==> src/design/slacc_defs.vh <==
`ifndef SLACC_DEFS_VH
`define SLACC_DEFS_VH

// Register offsets
`define SLACC_VEL_CFG_ADDR 8'h3e
`define SLACC_RECAL_ADDR 8'h3f
`define SLACC_UNMAPPED_DATA 8'h00

// Reset values
`define SLACC_VEL_CFG_RST 8'hc5
`define SLACC_RECAL_RST 8'h00

// Velocity config field positions
`define SLACC_ACC_EN_BIT 7
`define SLACC_MAX_INT_HI 6
`define SLACC_MAX_INT_LO 4
`define SLACC_SLIDE_TIME_HI 3
`define SLACC_SLIDE_TIME_LO 2
`define SLACC_SCALE_HI 1
`define SLACC_SCALE_LO 0

// Recalibration bit positions
`define SLACC_GROUP_RECAL_BIT 7

// Timing, in milliseconds as printed
`define SLACC_MEAS_CYCLE_MS 35
`define SLACC_SPEED_WIN_MS 100
`define SLACC_SLIDE_T0_MS 350
`define SLACC_SLIDE_T1_MS 560
`define SLACC_SLIDE_T2_MS 770
`define SLACC_SLIDE_T3_MS 980
`define SLACC_RPT_35_MS 35
`define SLACC_RPT_70_MS 70
`define SLACC_RPT_105_MS 105
`define SLACC_RPT_140_MS 140

// Timing, in measurement cycles (all times round down, only 100 ms is inexact, never below one)
`define SLACC_TICKS(ms) ((ms) / `SLACC_MEAS_CYCLE_MS)
`define SLACC_SPEED_WIN_TICKS `SLACC_TICKS(`SLACC_SPEED_WIN_MS)

`endif

==> src/design/slacc_recal_bit.v <==
`default_nettype none

module slacc_recal_bit (
	input wire core_clk_in,
	input wire reset_in,
	input wire ce_in,
	input wire set_in,
	input wire done_in,
	output reg req_out,
	output reg start_out
);

	always @(posedge core_clk_in)
	begin
		if (reset_in)
		begin
			req_out <= 1'b0;
			start_out <= 1'b0;
		end
		else if (ce_in)
		begin
			// A request landing on completion is kept and starts a new routine
			start_out <= set_in & (~req_out | done_in);
			if (set_in)
				req_out <= 1'b1;
			else if (done_in)
				req_out <= 1'b0;
		end
	end

endmodule

`default_nettype wire

==> src/design/slacc_top.v <==
// How it works
// - Enable set: extra interrupts after fast slide
// - Enable clear: never any extra interrupts
// - Cap field limits extra interrupts per slide
// - Count shrinks with slide time fraction
// - Slides beyond slide-time setting earn nothing
// - Slide-time codes give 350/560/770/980 ms
// - Speed is sensors touched per 2-cycle window (100 ms rounded down)
// - Scale table picks repeat interval
// - Fast base rate: code 11 fixed intervals
// - Interval counted in measurement cycles
// - Recal bit forces channel base recalibration
// - Recal bit self-clears when routine ends
// - Bit 7 group, bits 6..0 channels 7..1
// - Grouped sensors act as one slider
`include "slacc_defs.vh"
`default_nettype none

module slacc_top #(
	parameter GROUP_SENSORS = 7,
	parameter TCNT_W = 6
) (
	input wire core_clk_in,
	input wire reset_in,
	input wire ce_in,
	input wire [7:0] reg_addr_in,
	input wire [7:0] reg_wdata_in,
	input wire reg_wr_in,
	input wire reg_rd_in,
	output reg [7:0] reg_rdata_out,
	input wire meas_tick_in,
	input wire [GROUP_SENSORS-1:0] group_touch_in,
	input wire [3:0] slider_base_repeat_interval_in,
	input wire [7:0] recal_done_in,
	output wire [7:0] recal_req_out,
	output wire [7:0] recal_start_out,
	output reg extra_irq_out
);

	localparam ST_IDLE = 2'd0;
	localparam ST_SLIDE = 2'd1;
	localparam ST_BURST = 2'd2;
	localparam [TCNT_W-1:0] T_MAX = {TCNT_W{1'b1}};
	localparam integer WIN_I = `SLACC_SPEED_WIN_TICKS;
	localparam integer SL0_I = `SLACC_TICKS(`SLACC_SLIDE_T0_MS);
	localparam integer SL1_I = `SLACC_TICKS(`SLACC_SLIDE_T1_MS);
	localparam integer SL2_I = `SLACC_TICKS(`SLACC_SLIDE_T2_MS);
	localparam integer SL3_I = `SLACC_TICKS(`SLACC_SLIDE_T3_MS);
	localparam integer RP35_I = `SLACC_TICKS(`SLACC_RPT_35_MS);
	localparam integer RP70_I = `SLACC_TICKS(`SLACC_RPT_70_MS);
	localparam integer RP105_I = `SLACC_TICKS(`SLACC_RPT_105_MS);
	localparam integer RP140_I = `SLACC_TICKS(`SLACC_RPT_140_MS);
	localparam [3:0] WIN_TICKS = WIN_I[3:0];

	reg [7:0] vel_cfg_q;
	reg [1:0] state_q;
	reg [GROUP_SENSORS-1:0] prev_touch_q;
	reg [TCNT_W-1:0] t_cnt_q;
	reg [TCNT_W-1:0] last_t_q;
	reg [3:0] win_timer_q;
	reg [2:0] win_cnt_q;
	reg [2:0] speed_q;
	reg [2:0] remain_q;
	reg [3:0] gap_q;
	reg [3:0] wait_q;

	wire accel_extra_irq_enable = vel_cfg_q[`SLACC_ACC_EN_BIT];
	wire [2:0] max_int = vel_cfg_q[`SLACC_MAX_INT_HI:`SLACC_MAX_INT_LO];
	wire [1:0] slide_time_code = vel_cfg_q[`SLACC_SLIDE_TIME_HI:`SLACC_SLIDE_TIME_LO];
	wire [1:0] repeat_speed_scale = vel_cfg_q[`SLACC_SCALE_HI:`SLACC_SCALE_LO];

	wire reg_sel_cfg = reg_addr_in == `SLACC_VEL_CFG_ADDR;
	wire reg_sel_recal = reg_addr_in == `SLACC_RECAL_ADDR;
	wire [GROUP_SENSORS-1:0] new_touch = group_touch_in & ~prev_touch_q;
	wire any_touch = |group_touch_in;

	function [2:0] popcount;
		input [GROUP_SENSORS-1:0] v;
		integer i;
		reg [3:0] acc;
		begin
			acc = 4'd0;
			for (i = 0; i < GROUP_SENSORS; i = i + 1)
				acc = acc + {3'd0, v[i]};
			popcount = (acc > 4'd7) ? 3'd7 : acc[2:0];
		end
	endfunction

	// Sum kept one bit wider so the saturation sees the carry
	wire [3:0] win_sum = {1'b0, win_cnt_q} + {1'b0, popcount(new_touch)};
	wire [2:0] win_sat = win_sum[3] ? 3'd7 : win_sum[2:0];

	// Slide-time setting in measurement cycles
	reg [TCNT_W-1:0] slide_ticks;
	always @*
	begin
		case (slide_time_code)
			2'b00: slide_ticks = SL0_I[TCNT_W-1:0];
			2'b01: slide_ticks = SL1_I[TCNT_W-1:0];
			2'b10: slide_ticks = SL2_I[TCNT_W-1:0];
			default: slide_ticks = SL3_I[TCNT_W-1:0];
		endcase
	end

	// Extra interrupt count from slide time against the setting
	wire [TCNT_W+2:0] t_x4 = {1'b0, last_t_q, 2'b00};
	wire [TCNT_W+2:0] s_x2 = {2'b00, slide_ticks, 1'b0};
	wire [TCNT_W+2:0] s_x3 = {3'b000, slide_ticks} + {2'b00, slide_ticks, 1'b0};
	reg [2:0] burst_count;
	always @*
	begin
		if (last_t_q > slide_ticks)
			burst_count = 3'd0;
		else if (t_x4 < s_x2)
			burst_count = max_int;
		else if (t_x4 < s_x3)
			burst_count = {1'b0, max_int[2:1]};
		else
			burst_count = {2'b00, max_int[2]};
	end

	// Repeat interval in measurement cycles from speed and scale
	reg [3:0] interval;
	always @*
	begin
		interval = RP35_I[3:0];
		if (speed_q >= 3'd5)
			interval = RP35_I[3:0];
		else if (repeat_speed_scale == 2'b11 && speed_q >= 3'd2)
		begin
			// Code 11 uses the fixed table row values for speeds 2 to 4
			case (speed_q)
				3'd4: interval = RP70_I[3:0];
				3'd3: interval = RP105_I[3:0];
				default: interval = RP140_I[3:0];
			endcase
		end
		else
		begin
			case (speed_q)
				3'd4: interval = RP35_I[3:0];
				3'd3: interval = repeat_speed_scale[1] ? RP70_I[3:0] : RP35_I[3:0];
				3'd2:
				begin
					if (repeat_speed_scale == 2'b00)
						interval = RP35_I[3:0];
					else if (repeat_speed_scale == 2'b01)
						interval = RP70_I[3:0];
					else
						interval = RP105_I[3:0];
				end
				default: interval = slider_base_repeat_interval_in;
			endcase
		end
		// A zero base interval is raised to one; the burst counter fires every tick for either
		if (interval == 4'd0)
			interval = 4'd1;
	end

	// Register port
	always @(posedge core_clk_in)
	begin
		if (reset_in)
		begin
			vel_cfg_q <= `SLACC_VEL_CFG_RST;
			reg_rdata_out <= `SLACC_UNMAPPED_DATA;
		end
		else if (ce_in)
		begin
			if (reg_wr_in && reg_sel_cfg)
				vel_cfg_q <= reg_wdata_in;
			if (reg_rd_in)
			begin
				if (reg_sel_cfg)
					reg_rdata_out <= vel_cfg_q;
				else if (reg_sel_recal)
					reg_rdata_out <= recal_req_out;
				else
					reg_rdata_out <= `SLACC_UNMAPPED_DATA;
			end
		end
	end

	// Recalibration requests; bit 7 is the whole group, 6..0 are channels 7..1
	genvar g;
	generate
		for (g = 0; g < 8; g = g + 1)
		begin : recal
			slacc_recal_bit u_bit (
				.core_clk_in(core_clk_in),
				.reset_in(reset_in),
				.ce_in(ce_in),
				.set_in(reg_wr_in & reg_sel_recal & reg_wdata_in[g]),
				.done_in(recal_done_in[g]),
				.req_out(recal_req_out[g]),
				.start_out(recal_start_out[g])
			);
		end
	endgenerate

	// Slide tracking and extra interrupt burst
	always @(posedge core_clk_in)
	begin
		if (reset_in)
		begin
			state_q <= ST_IDLE;
			prev_touch_q <= {GROUP_SENSORS{1'b0}};
			t_cnt_q <= {TCNT_W{1'b0}};
			last_t_q <= {TCNT_W{1'b0}};
			win_timer_q <= 4'd0;
			win_cnt_q <= 3'd0;
			speed_q <= 3'd0;
			remain_q <= 3'd0;
			gap_q <= 4'd0;
			wait_q <= 4'd0;
			extra_irq_out <= 1'b0;
		end
		else if (ce_in)
		begin
			extra_irq_out <= 1'b0;
			if (meas_tick_in)
			begin
				// Grouped sensors are sampled together as one slider
				prev_touch_q <= group_touch_in;
				case (state_q)
					ST_IDLE, ST_BURST:
					begin
						if (|new_touch)
						begin
							// A new touch restarts slide timing and drops any burst
							state_q <= ST_SLIDE;
							t_cnt_q <= {TCNT_W{1'b0}};
							last_t_q <= {TCNT_W{1'b0}};
							win_timer_q <= 4'd1;
							win_cnt_q <= popcount(new_touch);
							speed_q <= popcount(new_touch);
						end
						else if (state_q == ST_BURST)
						begin
							if (!accel_extra_irq_enable)
								state_q <= ST_IDLE;
							else if (wait_q <= 4'd1)
							begin
								extra_irq_out <= 1'b1;
								wait_q <= gap_q;
								remain_q <= remain_q - 3'd1;
								if (remain_q == 3'd1)
									state_q <= ST_IDLE;
							end
							else
								wait_q <= wait_q - 4'd1;
						end
					end
					ST_SLIDE:
					begin
						if (t_cnt_q != T_MAX)
							t_cnt_q <= t_cnt_q + {{(TCNT_W-1){1'b0}}, 1'b1};
						if (|new_touch)
							last_t_q <= t_cnt_q + {{(TCNT_W-1){1'b0}}, 1'b1};
						// Peak count of sensors touched in any speed window
						if (win_timer_q >= WIN_TICKS)
						begin
							win_timer_q <= 4'd1;
							win_cnt_q <= popcount(new_touch);
						end
						else
						begin
							win_timer_q <= win_timer_q + 4'd1;
							win_cnt_q <= win_sat;
							if (win_sat > speed_q)
								speed_q <= win_sat;
						end
						if (!any_touch)
						begin
							if (accel_extra_irq_enable && burst_count != 3'd0)
							begin
								state_q <= ST_BURST;
								remain_q <= burst_count;
								gap_q <= interval;
								wait_q <= interval;
							end
							else
								state_q <= ST_IDLE;
						end
					end
					default: state_q <= ST_IDLE;
				endcase
			end
		end
	end

endmodule

`default_nettype wire

==> config.mk <==
export PLATFORM = sky130hd
export DESIGN_NAME = slacc_top
export DESIGN_NICKNAME = d
export VERILOG_FILES = /design/src/design/slacc_recal_bit.v /design/src/design/slacc_top.v
export VERILOG_INCLUDE_DIRS = /design/src /design/src/design
export SDC_FILE = /design/constraint.sdc
export NUM_CORES = 1
export LEC_CHECK = 0
export BUFFER_PORTS_ARGS = -buffer_cell sky130_fd_sc_hd__buf_4
export CAP_MARGIN = 20
export CORE_AREA = 5 5 119 121
export DETAILED_ROUTE_END_ITERATION = 6
export DIE_AREA = 0 0 124 126
export GPL_TIMING_DRIVEN = 0
export SLEW_MARGIN = 20
export SYNTH_ARGS = -nofsm -noshare
export SYNTH_HDL_FRONTEND = slang
export SYNTH_HIERARCHICAL = 1
export SYNTH_SLANG_ARGS = --single-unit
==> constraint.sdc <==
create_clock -name core_clk_in -period 4.3 [get_ports core_clk_in]
set_input_delay 0 -clock core_clk_in [delete_from_list [all_inputs] [get_ports core_clk_in]]
set_output_delay 0 -clock core_clk_in [all_outputs]
set_load 0.02 [all_outputs]
Word level (Yosys, flattened, before mapping)
Index checks and enable logic that the tools add are counted.
{"block": "word_totals", "input_bits": 41, "ramBits": 0, "out_inout_bits": 25, "latch_bits": 0, "mem_count": 0, "regBits": 75, "word_cells": 226, "romBits": 0}
{"block": "classes", "n_bitwise": 36, "magnitude_cmp": 9, "div_mod_pow": 0, "muxes": 74, "mul": 0, "add_sub_neg": 12, "n_reduce_logical": 39, "n_shift": 0, "n_eq_ne": 27}
{"cell": "4-bit 2-to-1 mux", "n": 11}
{"cell": "3-bit 2-to-1 mux", "n": 14}
{"cell": "3-bit case mux with 2 select lines", "n": 4}
{"cell": "6-bit case mux with 2 select lines", "n": 2}
{"cell": "1-bit 2-to-1 mux", "n": 23}
{"cell": "2-bit inequality test, second input constant", "n": 11}
{"cell": "2-bit AND reduction", "n": 11}
{"cell": "2-bit 2-to-1 mux", "n": 10}
{"cell": "6-bit 2-to-1 mux", "n": 3}
{"cell": "2-bit nonzero test", "n": 9}
{"cell": "1-bit AND", "n": 17}
{"cell": "8-bit by 6-bit equality test with 1-bit output, second input constant", "n": 2}
{"cell": "8-bit 2-to-1 mux", "n": 2}
{"cell": "4-bit case mux with 2 select lines", "n": 2}
{"cell": "5-bit case mux with 3 select lines", "n": 1}
{"cell": "5-bit AND reduction", "n": 3}
{"cell": "7-bit OR reduction", "n": 2}
{"cell": "4-bit by 1-bit adder with 4-bit output", "n": 3}
{"cell": "4-bit case mux with 3 select lines", "n": 1}
{"cell": "6-bit AND reduction", "n": 2}
{"cell": "1-bit inverter", "n": 9}
{"cell": "9-bit AND reduction", "n": 1}
{"cell": "6-bit by 7-bit adder with 8-bit output", "n": 1}
{"cell": "8-bit by 7-bit < comparator with 1-bit output", "n": 1}
{"cell": "35 further kinds", "n": 52}

Logic depth before layout (Yosys ltp)
Gate-level depths: netlist of the first run.
{"block": "logic_depth", "word_depth": 16, "mapped_depth": 20, "mapped_depth_nobuf": 20}

By module
The synthesis of the first run kept the hierarchy.
{"mod": "slacc_top", "n_inst": 1, "cells_per_inst": 466, "area_each_um2": 3808.7, "seq_area_each_um2": 1181.1}
{"mod": "slacc_recal_bit", "n_inst": 8, "cells_per_inst": 9, "area_each_um2": 81.3, "seq_area_each_um2": 40.0}

Worst setup path after synthesis of the first run
Ideal clock, no wire load.
{"block": "synth_path", "kind": "register -> register", "start": "reg prev_touch_q[0]", "end": "reg speed_q[1]", "stages_incl_launch_ff": 20, "synth_period_minus_slack_ns": 4.504, "arrival_time_ns": 4.433, "setup_slack_ns": -0.204, "path_buffers": 0, "setup_time_ns": 0.071, "required_time_ns": 4.229, "path_cell_list": "dfxtp_1 nand2b_1 fa_1 inv_1 fa_1 fa_1 inv_1 fa_1 inv_1 ha_1 a21o_1 a21oi_1 nand2b_1 ha_1 a21o_1 a21oi_1 a311oi_1 o21ai_2 a211o_1 a21oi_1"}
{"block": "synth_between", "elab_chain_len": 15, "word_cells_on_any_way": 21, "cone_classes": "add/sub (7); order compare (2); eq/ne (2); mux (6); bitwise (2); reduce/logical (2)"}
{"item": "start, declared", "line_no": "slacc_top.v:57", "source": "reg [GROUP_SENSORS-1:0] prev_touch_q;"}
{"item": "start signal, assigned", "line_no": "slacc_top.v:207", "source": "prev_touch_q <= {GROUP_SENSORS{1'b0}};"}
{"item": "start signal, assigned", "line_no": "slacc_top.v:224", "source": "prev_touch_q <= group_touch_in;"}
{"item": "7-bit inverter (*)", "line_no": "slacc_top.v:74", "source": "wire [GROUP_SENSORS-1:0] new_touch = group_touch_in & ~prev_touch_q;"}
{"item": "7-bit AND (*)", "line_no": "slacc_top.v:74"}
{"item": "1-bit by 1-bit adder with 2-bit output", "line_no": "slacc_top.v:84", "source": "acc = acc + {3'd0, v[i]};"}
{"item": "2-bit by 1-bit adder with 3-bit output", "line_no": "slacc_top.v:84"}
{"item": "3-bit by 1-bit adder with 4-bit output", "line_no": "slacc_top.v:84"}
{"item": "4-bit by 1-bit adder with 4-bit output (3 in a row)", "line_no": "slacc_top.v:84"}
{"item": "4-bit by 3-bit greater-than comparator with 1-bit output", "line_no": "slacc_top.v:85", "source": "popcount = (acc > 4'd7) ? 3'd7 : acc[2:0];"}
{"item": "3-bit 2-to-1 mux", "line_no": "slacc_top.v:85"}
{"item": "3-bit by 3-bit adder with 4-bit output", "line_no": "slacc_top.v:90", "source": "wire [3:0] win_sum = {1'b0, win_cnt_q} + {1'b0, popcount(new_touch)};"}
{"item": "3-bit 2-to-1 mux", "line_no": "slacc_top.v:91", "source": "wire [2:0] win_sat = win_sum[3] ? 3'd7 : win_sum[2:0];"}
{"item": "3-bit greater-than comparator / 3-bit 2-to-1 mux (equally long branches)", "line_no": "slacc_top.v:270", "source": "if (win_sat > speed_q)"}
{"item": "2-bit inequality test (no source line) / 3-bit 2-to-1 mux (equally long branches)"}
{"item": "6-bit AND reduction (no source line) / 3-bit case mux with 2 select lines (equally long branches)"}
{"item": "end signal, assigned", "line_no": "slacc_top.v:236", "source": "speed_q <= popcount(new_touch);"}
{"item": "end signal, assigned", "line_no": "slacc_top.v:271", "source": "speed_q <= win_sat;"}
{"item": "end, declared", "line_no": "slacc_top.v:62", "source": "reg [2:0] speed_q;"}
Mark *: on every way between the ends. The rest lies on a longest branch, timed or not. The select of a mux whose other input is x is not followed.
A chain may end at the register's enable or synchronous reset.

Worst setup path in the final report of the first run
Same ends and word-level chain as after synthesis.

==> results.toml, run 1 <==
[clock_network]
h_tree_levels = 3
cts_buffer_depth = 2
cts_buffers = 9
clock_sinks = 75
cts_tree = "done"
clkLatencyLatePin_ns = 0.34
clockRootBuffer = "clkbuf_16"
clkSlewWorstSetupHoldPaths_ns = 0.06

[synth]
syn-instance-count = 538
yosys_warnings = 6
ys_ff_latch = 75
mappedNetlistArea_um2 = 4460
synth.net_count = 615
post_synth_num_cell_types = 60
synth_edf_count = 0
postSynth.topFlopCell = "dfxtp_1"
portion_of_the_post_synthesis_area_used_by_sequential_elements_pct = 33.7
async_reset_ff_share_pct = 0
syn_area_per_cell_um2 = 8.29

[critical_path]
critical_path.most_common_cell = "a21oi_2"
critPathArrivalTime_ns = 4.70
critPathMaxStageDelay_ns = 0.55
crit_required_ns = 4.57
timing.critical_path.fanout_max = 5
crit_path_cell_trace = "nand2b_4, fa_1, inv_2, fa_1, fa_2, inv_2, fa_2, inv_4, ha_4, a21o_1, a21oi_2, nand2b_1, ha_1, a21o_1, a21oi_2, a311oi_2, o21ai_2, a211o_1, a21oi_2"
critPathKind = "reg2reg"
setup.worst_path.end_class = "flop"
worst_path_max_delay_cell = "fa_1"
worstSetupStartpointType = "flop"

[timing]
hold_violations = 0
rsz0062_at_grt = "true"
post_layout_min_period_ns = 4.43
postLayoutSetupSlackWorst_ns = -0.130
fmaxAchievable_mhz = 226
layout_worst_path_cycle_share_pct = 103
finalSetupTns_ns = -0.307
max_slew.worst_pin.slew_ns = 0.650
finalMaxSlewViolations = 0
skew_ns = 0.00413
setup_viol_count_final = 3
slew_headroom_pct = 56.7

[hold_path]
worstHoldPathType = "in2reg"

[global_route]
first_global_vias = 4073
grt_usage_pct = 15.8
antenna_violations_before_repair = 0
wire_length_of_the_first_global_routing_pass_um = 19700
grt_overflow_total = 0
grt_start_max_net_pins = 39

[final_layout]
layout.nets = 721
diode_insertion_count_for_antenna_repair = 0
flow.area_growth_from_synthesis_pct = 30.6
drive_above_1_share_pct = 21.0

[route]
drt_pre_antenna_iters = 4
postRouteAntennaNets = 0
routed_wire_length_per_instance_um = 14.3
drtIter0Drc = 212
drt_drc_violations_left = 0
routed-via-count = 4095
routed_wire_length_um = 11800
routed_via_density = 4.97

[floorplanning]
chipWidth_um = 124
fp-row-count = 42
number_of_top_level_design_ports = 66
die_footprint_um2 = 15600
initial_core_util_pct = 34.4
design.core.area_um2 = 13000
fp.dieH_um = 126

[place]
gp_congestion = 0.797
half_perimeter_wire_length_after_placement_um = 8670
placement.io_buffers = 64
place_ws_ns = -0.274

[run]
timing.max_cap.violations = 0

[power]
power.total_mw = 1.98
vdd.ir_drop.worst_uv = 220
pwrdens_nw_per_um2 = 339
leakage_power_nw = 2.42

[outcome]
failed_checks = "setup timing"
run_status = "finished, violations left"
[critical path, delay by kind of cell (launching register included)]
kind,cells,cell delay [ns]
flops,1,0.31
fa+ha+maj,6,2.35
buf+inv,3,0.21
simple gates,2,0.24
compound gates,8,1.27
[flip-flops by register name (all words and copies together) (netlist names)]
| name | flops |
|---|---|
| extra_irq_out | 1 |
| gap_q | 4 |
| last_t_q | 6 |
| prev_touch_q | 7 |
| recal.u_bit/req_out | 8 |
| recal.u_bit/start_out | 8 |
| reg_rdata_out | 8 |
| remain_q | 3 |
| speed_q | 3 |
| state_q | 2 |
| t_cnt_q | 6 |
| vel_cfg_q | 8 |
| wait_q | 4 |
| win_cnt_q | 3 |
| win_timer_q | 4 |
[worst paths after layout]
check | slack (ns) | depth (start not counted) | to | start
worst min register to register | 0.45 | 2 | prev_touch_q[3] | prev_touch_q[3]
worst min-delay path | 0.003 | 4 | vel_cfg_q[7] | reg_wdata_in[7]
worst max-delay path | -0.13 | 19 | speed_q[1] | prev_touch_q[0]
worst max register to register | -0.13 | 19 | speed_q[1] | prev_touch_q[0]
[what timing repair did]
| item | in CTS | in global routing |
|---|---|---|
| pin swaps | 19 | 15 |
| hold buffers | 21 | 0 |
| setup endpoints to repair | 3 | 4 |
| resized for setup | 14 | 4 |
| endpoints found under the hold margin | 24 | 0 |
| buffers inserted | 10 | 3 |
[logic make-up after synthesis]
kind of cell,after synthesis,share of synthesized area (%)
XOR/XNOR,5,0.982
multiplexers,22,4.94
buffers and inverters,48,4.43
AND/OR/NAND/NOR,230,25.4
adder cells (fa/ha/maj),36,10.9
AO/OA/AOI/OAI,122,19.7
flip-flops,75,33.7
[power by group]
group / switching, mW / internal, mW / leakage [nW]
logic: 0.238 / 0.264 / 1.67
registers: 0.0138 / 0.710 / 0.607
clock network: 0.275 / 0.477 / 0.146
[Yosys cell counts (8+ instances only)]
cell type / number / area (um2)
o21ai_0: 8 / 40.0
a22oi_1: 8 / 60.1
a21oi_2: 8 / 70.1
mux2i_1: 22 / 220
dfxtp_1: 75 / 1500
nand3_1: 17 / 85.1
a21oi_1: 49 / 245
inv_1: 29 / 109
clkbuf_1: 13 / 48.8
and2_1: 9 / 56.3
nand2_1: 59 / 221
nand2b_1: 21 / 131
nor2_1: 75 / 282
nor3_1: 13 / 65.1
ha_1: 31 / 388
[cell usage in the layout, fill, tap and decap left out, types with 8 or more instances in the layout]
master and instances:
nor2_1 75, o21ai_0 8, ha_1 30, and2_1 9
dfxtp_1 73, clkbuf_1 15, a21oi_2 11, inv_1 26
buf_4 69, nand3_1 17, nand2b_1 19, mux2i_1 22
nor3_1 13, a21oi_1 46, nand2_1 59, a22oi_1 8
dlygate4sd3_1 21, clkbuf_16 9
[final cells by class]
| class | instances | area, um2 |
|---|---|---|
| tap | 176 | 220 |
| inverter | 29 | 111 |
| timing repair buffer | 95 | 785 |
| sequential | 75 | 1500 |
| fill | 1294 | 7150 |
| multi-input combinational | 415 | 2820 |
| buffer | 19 | 88.8 |
| clock buffer | 13 | 260 |
| clock inverter | 2 | 35.0 |
[metal layers]
layer,GRT usage (%),share of wire [%]
met4,5.15,1.7
met2,27.4,51
met1,18.9,44
met5,0,0
met3,3.72,3.3
[through the flow]
stage / instances / hold slack, ns / utilization (%) / instance area, um2
6_report: 824 / 0.00278 / 44.9 / 5830
5_1_grt: 824 / 0.00580 / 44.9 / 5830
4_1_cts: 823 / 0.00502 / 44.7 / 5810
3_5_place_dp: 778 / 0.256 / 39.9 / 5180
3_3_place_gp: 778 / 0.250 / 39.9 / 5180
2_1_floorplan: 538 / 0.0624 / - / 4480
Note: power is estimated with default switching activity, not from simulation.
==> inputs of run 2 (changes only) <==
- SETUP_SLACK_MARGIN: default -> 0.02
==> run 2 against run 1 <==
Net effect:
- the run still ends with setup timing left
- maximum frequency about the same
- register-to-register slack about the same
- cell area decreased by 0.19%
- global-route usage unchanged
- sequential power about the same
- critical path depth unchanged
- final cell count decreased by 0.12%
- first-iteration DRC count increased by 3.8%
- combinational power decreased by 4%
- clock power about the same
==> results.toml, run 2 (synthesis gave the netlist of run 1 again) <==
[outcome]
run_status = "finished, violations left"
failed_checks = "setup timing"

[critical_path]
worst_r2r_endpoint = "speed_q[1]"
setup.worst_path.end_class = "flop"
critical_path.startpoint = "prev_touch_q[0]"
setup_slack_of_the_worst_register_to_register_path_ns = -0.13
reg2reg_from = "prev_touch_q[0]"
worstRegToRegCells = 19
critPathKind = "reg2reg"
critPathArrivalTime_ns = 4.70
worstSetupStartpointType = "flop"
crit_required_ns = 4.57
timing.critical_path.fanout_max = 5
endpoint = "speed_q[1]"

[route]
drt_pre_antenna_iters = 4
routed_via_density = 4.99
drt_drc_violations_left = 0
routed-via-count = 4104
postRouteAntennaNets = 0
routed_wire_length_per_instance_um = 14.3
drtIter0Drc = 220
routed_wire_length_um = 11800

[timing]
skew_ns = 0.00395
fmaxAchievable_mhz = 226
max_slew.worst_pin.slew_ns = 0.649
setup_viol_count_final = 3
slew_headroom_pct = 56.7
finalMaxSlewViolations = 0
postLayoutSetupSlackWorst_ns = -0.129
post_layout_min_period_ns = 4.43
rsz0062_at_grt = "true"
layout_worst_path_cycle_share_pct = 103
hold_violations = 0

[global_route]
grt_overflow_total = 0
antenna_violations_before_repair = 0
wire_length_of_the_first_global_routing_pass_um = 19700
first_global_vias = 4073
grt_start_max_net_pins = 39
grt_usage_pct = 15.8

[place]
place_ws_ns = -0.274
gp_congestion = 0.797
half_perimeter_wire_length_after_placement_um = 8670
placement.io_buffers = 64
place_area_um2 = 5180

[floorplanning]
number_of_top_level_design_ports = 66
chipWidth_um = 124
fp-row-count = 42
initial_core_util_pct = 34.4
design.core.area_um2 = 13000
fp.dieH_um = 126
die_footprint_um2 = 15600

[power]
seq_power_share_pct = 36.9
leakage_power_nw = 2.42
vdd.ir_drop.worst_uv = 221
power.net_switching_mw = 0.522
clock_power_share_pct = 38.4
pwrdens_nw_per_um2 = 337
switching_share_pct = 26.7
cellInternalPower_mw = 1.44
comb_power_share_pct = 24.7
power.total_mw = 1.96

[clock_network]
clkLatencyLatePin_ns = 0.34
clock_sinks = 75
cts_buffer_depth = 2
cts_tree = "done"
h_tree_levels = 3
clkSlewWorstSetupHoldPaths_ns = 0.06
clockRootBuffer = "clkbuf_16"
cts_buffers = 9

[final_layout]
flow.area_growth_from_synthesis_pct = 30.4
drive_above_1_share_pct = 20.9
layout.nets = 720
most-common-layout-cells = "nor2_1 (75), dfxtp_1 (73), buf_4 (69)"
finalCoreUtilization_pct = 44.8
diode_insertion_count_for_antenna_repair = 0
fin_area_um2 = 5810
layout_commonest_cell = "nor2_1"

[hold_path]
worstHoldPathType = "in2reg"

[run]
timing.max_cap.violations = 0
run 2: cell types whose count changed in the layout (fill, tap and decap cells not counted):
cell	previous run	this run
buf_6	7	6
run 2: power by group through the flow:
stage / Clock [mW] / Sequential (mW) / Combinational [mW]
2_1_floorplan: 0 / 0.734 / 0.219
3_3_place_gp: 0 / 0.737 / 0.311
3_5_place_dp: 0 / 0.737 / 0.321
4_1_cts: 0.768 / 0.723 / 0.486
5_1_grt: 0.806 / 0.725 / 0.535
6_report: 0.753 / 0.723 / 0.484
run 2: timing repair:
action / 4_1_cts / 5_1_grt
endpoints found under the hold margin: 24 / 0
pin swaps: 19 / 15
endpoints found under the setup margin: 3 / 4
hold buffers: 21 / 0
gates resized for setup: 14 / 4
buffers inserted: 10 / 3
cloned: 0 / 0
run 2: metrics by stage:
step | hold slack, ns | cells | setup TNS, ns
global placement | 0.250 | 778 | -0.718
detailed placement | 0.256 | 778 | -0.801
floorplan | 0.0624 | 538 | 0
global route | 0.00580 | 823 | -0.914
finish | 0.00212 | 823 | -0.306
CTS | 0.00502 | 823 | -0.609
run 2: area by class of cell:
cell class	instances	area (um2)
buffer	19	88.8
clock buffer	13	260
clock inverter	2	35.0
fill	1295	7170
inverter	29	111
multi-input combinational	415	2820
sequential	75	1500
tap	176	220
timing repair buffer	94	773
run 2: worst max-delay path, stage by stage, from the launching register on:
cell	delay, ns
dfxtp_2	0.31
nand2b_4	0.14
fa_1	0.55
inv_2	0.04
fa_1	0.46
fa_2	0.35
inv_2	0.07
fa_2	0.48
inv_4	0.10
ha_4	0.20
a21o_1	0.17
a21oi_2	0.15
nand2b_1	0.10
ha_1	0.31
a21o_1	0.12
a21oi_2	0.05
a311oi_2	0.21
o21ai_2	0.13
a211o_1	0.30
a21oi_2	0.13
run 2: how the worst min path moves through the flow:
stage                                          end       startpoint  cells past startpoint  slack, ns
after floorplan           recal[0].u_bit/start_out         reset_in                      1       0.06
after global placement                vel_cfg_q[3]  reg_wdata_in[3]                      3       0.25
after detailed placement              vel_cfg_q[5]  reg_wdata_in[5]                      3       0.26
after CTS                             vel_cfg_q[7]  reg_wdata_in[7]                      4      0.005
after global routing                  vel_cfg_q[0]  reg_wdata_in[0]                      4      0.006
final                                 vel_cfg_q[7]  reg_wdata_in[7]                      4      0.002
run 2: metal layers:
metal | track usage, % | up-vias | wire length, um
li1 | - | 2080 | -
met3 | 3.72 | 17 | 437
met5 | 0 | - | 0
met1 | 18.9 | 1940 | 5090
met4 | 5.15 | 0 | 201
met2 | 27.4 | 67 | 6030
==> inputs of run 3 (changes only) <==
- CTS_CLUSTER_DIAMETER: default -> 40
- PLACE_DENSITY_LB_ADDON: default -> 0.25
==> run 3 against run 2 <==
Net effect:
- the run still ends with setup timing left
- hold slack better by 0.0085 ns
- global-route usage rose by 0.44 points
- sequential cell count unchanged
- total power fell by 0.46%
- count of clock-buffer cells in the layout stayed put
- non-clock buffer count up 3
- sequential share of layout area down 0.19 points
- cell area rose by 0.67%
- clock skew about the same
- setup slack lost 0.050 ns
- combinational power is 3% lower
- routed wire length rose by 2.7%
==> results.toml, run 3 (synthesis gave the netlist of run 1 again) <==
[outcome]
run_status = "finished, violations left"
failed_checks = "setup timing"

[timing]
fmaxAchievable_mhz = 223
hold_violations = 0
finalMaxSlewViolations = 0
post_layout_min_period_ns = 4.48
skew_ns = 0.00365
max_slew.worst_pin.slew_ns = 0.659
layout_worst_path_cycle_share_pct = 104
postLayoutSetupSlackWorst_ns = -0.179
setup_viol_count_final = 3
slew_headroom_pct = 56.0
rsz0062_at_grt = "true"

[route]
routed_wire_length_um = 12100
routed_wire_length_per_instance_um = 14.6
routed-via-count = 4095
route.met2.wl_um = 6300
drt_pre_antenna_iters = 4
detail_route.wirelength.met1_um = 5270
drt_drc_violations_left = 0
maxUsedRoutingLayer = "met4"
met3RoutedLength_um = 397
routed_via_density = 4.96
postRouteAntennaNets = 0
drtIter0Drc = 154

[critical_path]
critPathKind = "reg2reg"
worstSetupStartpointType = "flop"
reg2reg_from = "prev_touch_q[0]"
timing.critical_path.fanout_max = 5
setup_slack_of_the_worst_register_to_register_path_ns = -0.18
endpoint = "speed_q[0]"
critical_path.startpoint = "prev_touch_q[0]"
critPathArrivalTime_ns = 4.75
setup.worst_path.end_class = "flop"
worstRegToRegCells = 19
worst_r2r_endpoint = "speed_q[0]"
crit_required_ns = 4.57

[floorplanning]
die_footprint_um2 = 15600
chipWidth_um = 124
number_of_top_level_design_ports = 66
design.core.area_um2 = 13000
initial_core_util_pct = 34.4
fp.dieH_um = 126
fp-row-count = 42

[global_route]
first_global_vias = 4093
antenna_violations_before_repair = 0
wire_length_of_the_first_global_routing_pass_um = 20100
grt_usage_pct = 16.2
grt_overflow_total = 0
grt_start_max_net_pins = 39

[final_layout]
final-seq-area_um2 = 1500
drive_above_1_share_pct = 21.1
flow.area_growth_from_synthesis_pct = 31.3
multi_input_area_um2 = 2850
number_of_inserted_filler_cells_in_the_final_layout = 1312
most-common-layout-cells = "nor2_1 (75), dfxtp_1 (74), buf_4 (73)"
diode_insertion_count_for_antenna_repair = 0
layout.nets = 723
layout_commonest_cell = "nor2_1"

[power]
comb_power_share_pct = 24.0
cellInternalPower_mw = 1.42
leakage_power_nw = 2.42
clock_power_share_pct = 38.9
power.net_switching_mw = 0.531
seq_power_share_pct = 37.1
pwrdens_nw_per_um2 = 333
switching_share_pct = 27.2
power.total_mw = 1.95
vdd.ir_drop.worst_uv = 268

[clock_network]
clkLatencyLatePin_ns = 0.34
cts_buffers = 9
clkSlewWorstSetupHoldPaths_ns = 0.06
h_tree_levels = 3
cts_tree = "done"
clockRootBuffer = "clkbuf_16"
cts_buffer_depth = 2
clock_sinks = 75

[place]
half_perimeter_wire_length_after_placement_um = 8810
gp_congestion = 0.806
placement.io_buffers = 64
place_ws_ns = -0.327

[hold_path]
worstHoldPathType = "in2reg"

[run]
timing.max_cap.violations = 0
## run 3: layout make-up
cell class              count  share of cell area (%)
clock inverters             2                   0.599
multi-input cells         415                    48.6
flip-flops and latches     75                    25.7
inverters                  29                    1.90
well taps                 176                    3.76
repair buffers             97                    13.5
plain buffers              19                    1.52
clock buffers              13                    4.45
## run 3: timing repair
action | CTS | global route
endpoints found under the hold margin | 30 | 0
resized for setup | 6 | 9
hold buffers | 24 | 0
buffers inserted | 10 | 4
setup endpoints to repair | 3 | 4
pin swaps | 4 | 4
## run 3: worst max-delay path, cell delays in order (launching register included)
cell and delay, ns:
dfxtp_2 0.31, nand2b_4 0.14, fa_1 0.55, inv_2 0.04
fa_1 0.47, fa_2 0.36, inv_2 0.06, fa_2 0.46
inv_4 0.09, ha_4 0.19, a21o_1 0.17, a21oi_2 0.15
nand2b_1 0.14, ha_4 0.30, a21o_1 0.13, a21oi_2 0.06
a311oi_2 0.22, o21ai_2 0.15, a211o_1 0.30, a21oi_1 0.11
## run 3: metal layers
metal,track usage [%],up-vias
met3,3.99,9
met5,0,-
li1,-,2091
met1,19.8,1937
met2,28.3,58
met4,4.12,0
## run 3: power groups by stage
| stage | logic [mW] | registers, mW | clock network, mW |
|---|---|---|---|
| after floorplan | 0.219 | 0.734 | 0 |
| after global placement | 0.310 | 0.736 | 0 |
| after detailed placement | 0.323 | 0.737 | 0 |
| after CTS | 0.454 | 0.723 | 0.782 |
| after global routing | 0.526 | 0.725 | 0.814 |
| final | 0.469 | 0.723 | 0.759 |
## run 3: how the worst min path moves through the flow
| stage | start | end | slack (ns) | depth (start not counted) |
|---|---|---|---|---|
| floorplan | reset_in | recal[0].u_bit/start_out | 0.06 | 1 |
| global placement | reg_wdata_in[3] | vel_cfg_q[3] | 0.25 | 3 |
| detailed placement | reg_wdata_in[5] | vel_cfg_q[5] | 0.26 | 3 |
| CTS | reg_wdata_in[7] | vel_cfg_q[7] | 0.001 | 4 |
| global route | reg_wdata_in[7] | vel_cfg_q[7] | 0.05 | 4 |
| finish | reg_wdata_in[7] | vel_cfg_q[7] | 0.01 | 4 |
## run 3: per-stage QoR
| step | cells | util (%) | area [um2] | setup TNS (ns) | hold WS, ns |
|---|---|---|---|---|---|
| global placement | 778 | 39.9 | 5180 | -0.656 | 0.250 |
| floorplan | 538 | - | 4480 | 0 | 0.0624 |
| detailed placement | 778 | 39.9 | 5180 | -0.964 | 0.263 |
| finish | 826 | 45.1 | 5850 | -0.516 | 0.0106 |
| CTS | 827 | 44.8 | 5820 | -0.813 | 0.00109 |
| global route | 826 | 45.1 | 5850 | -1.16 | 0.0524 |
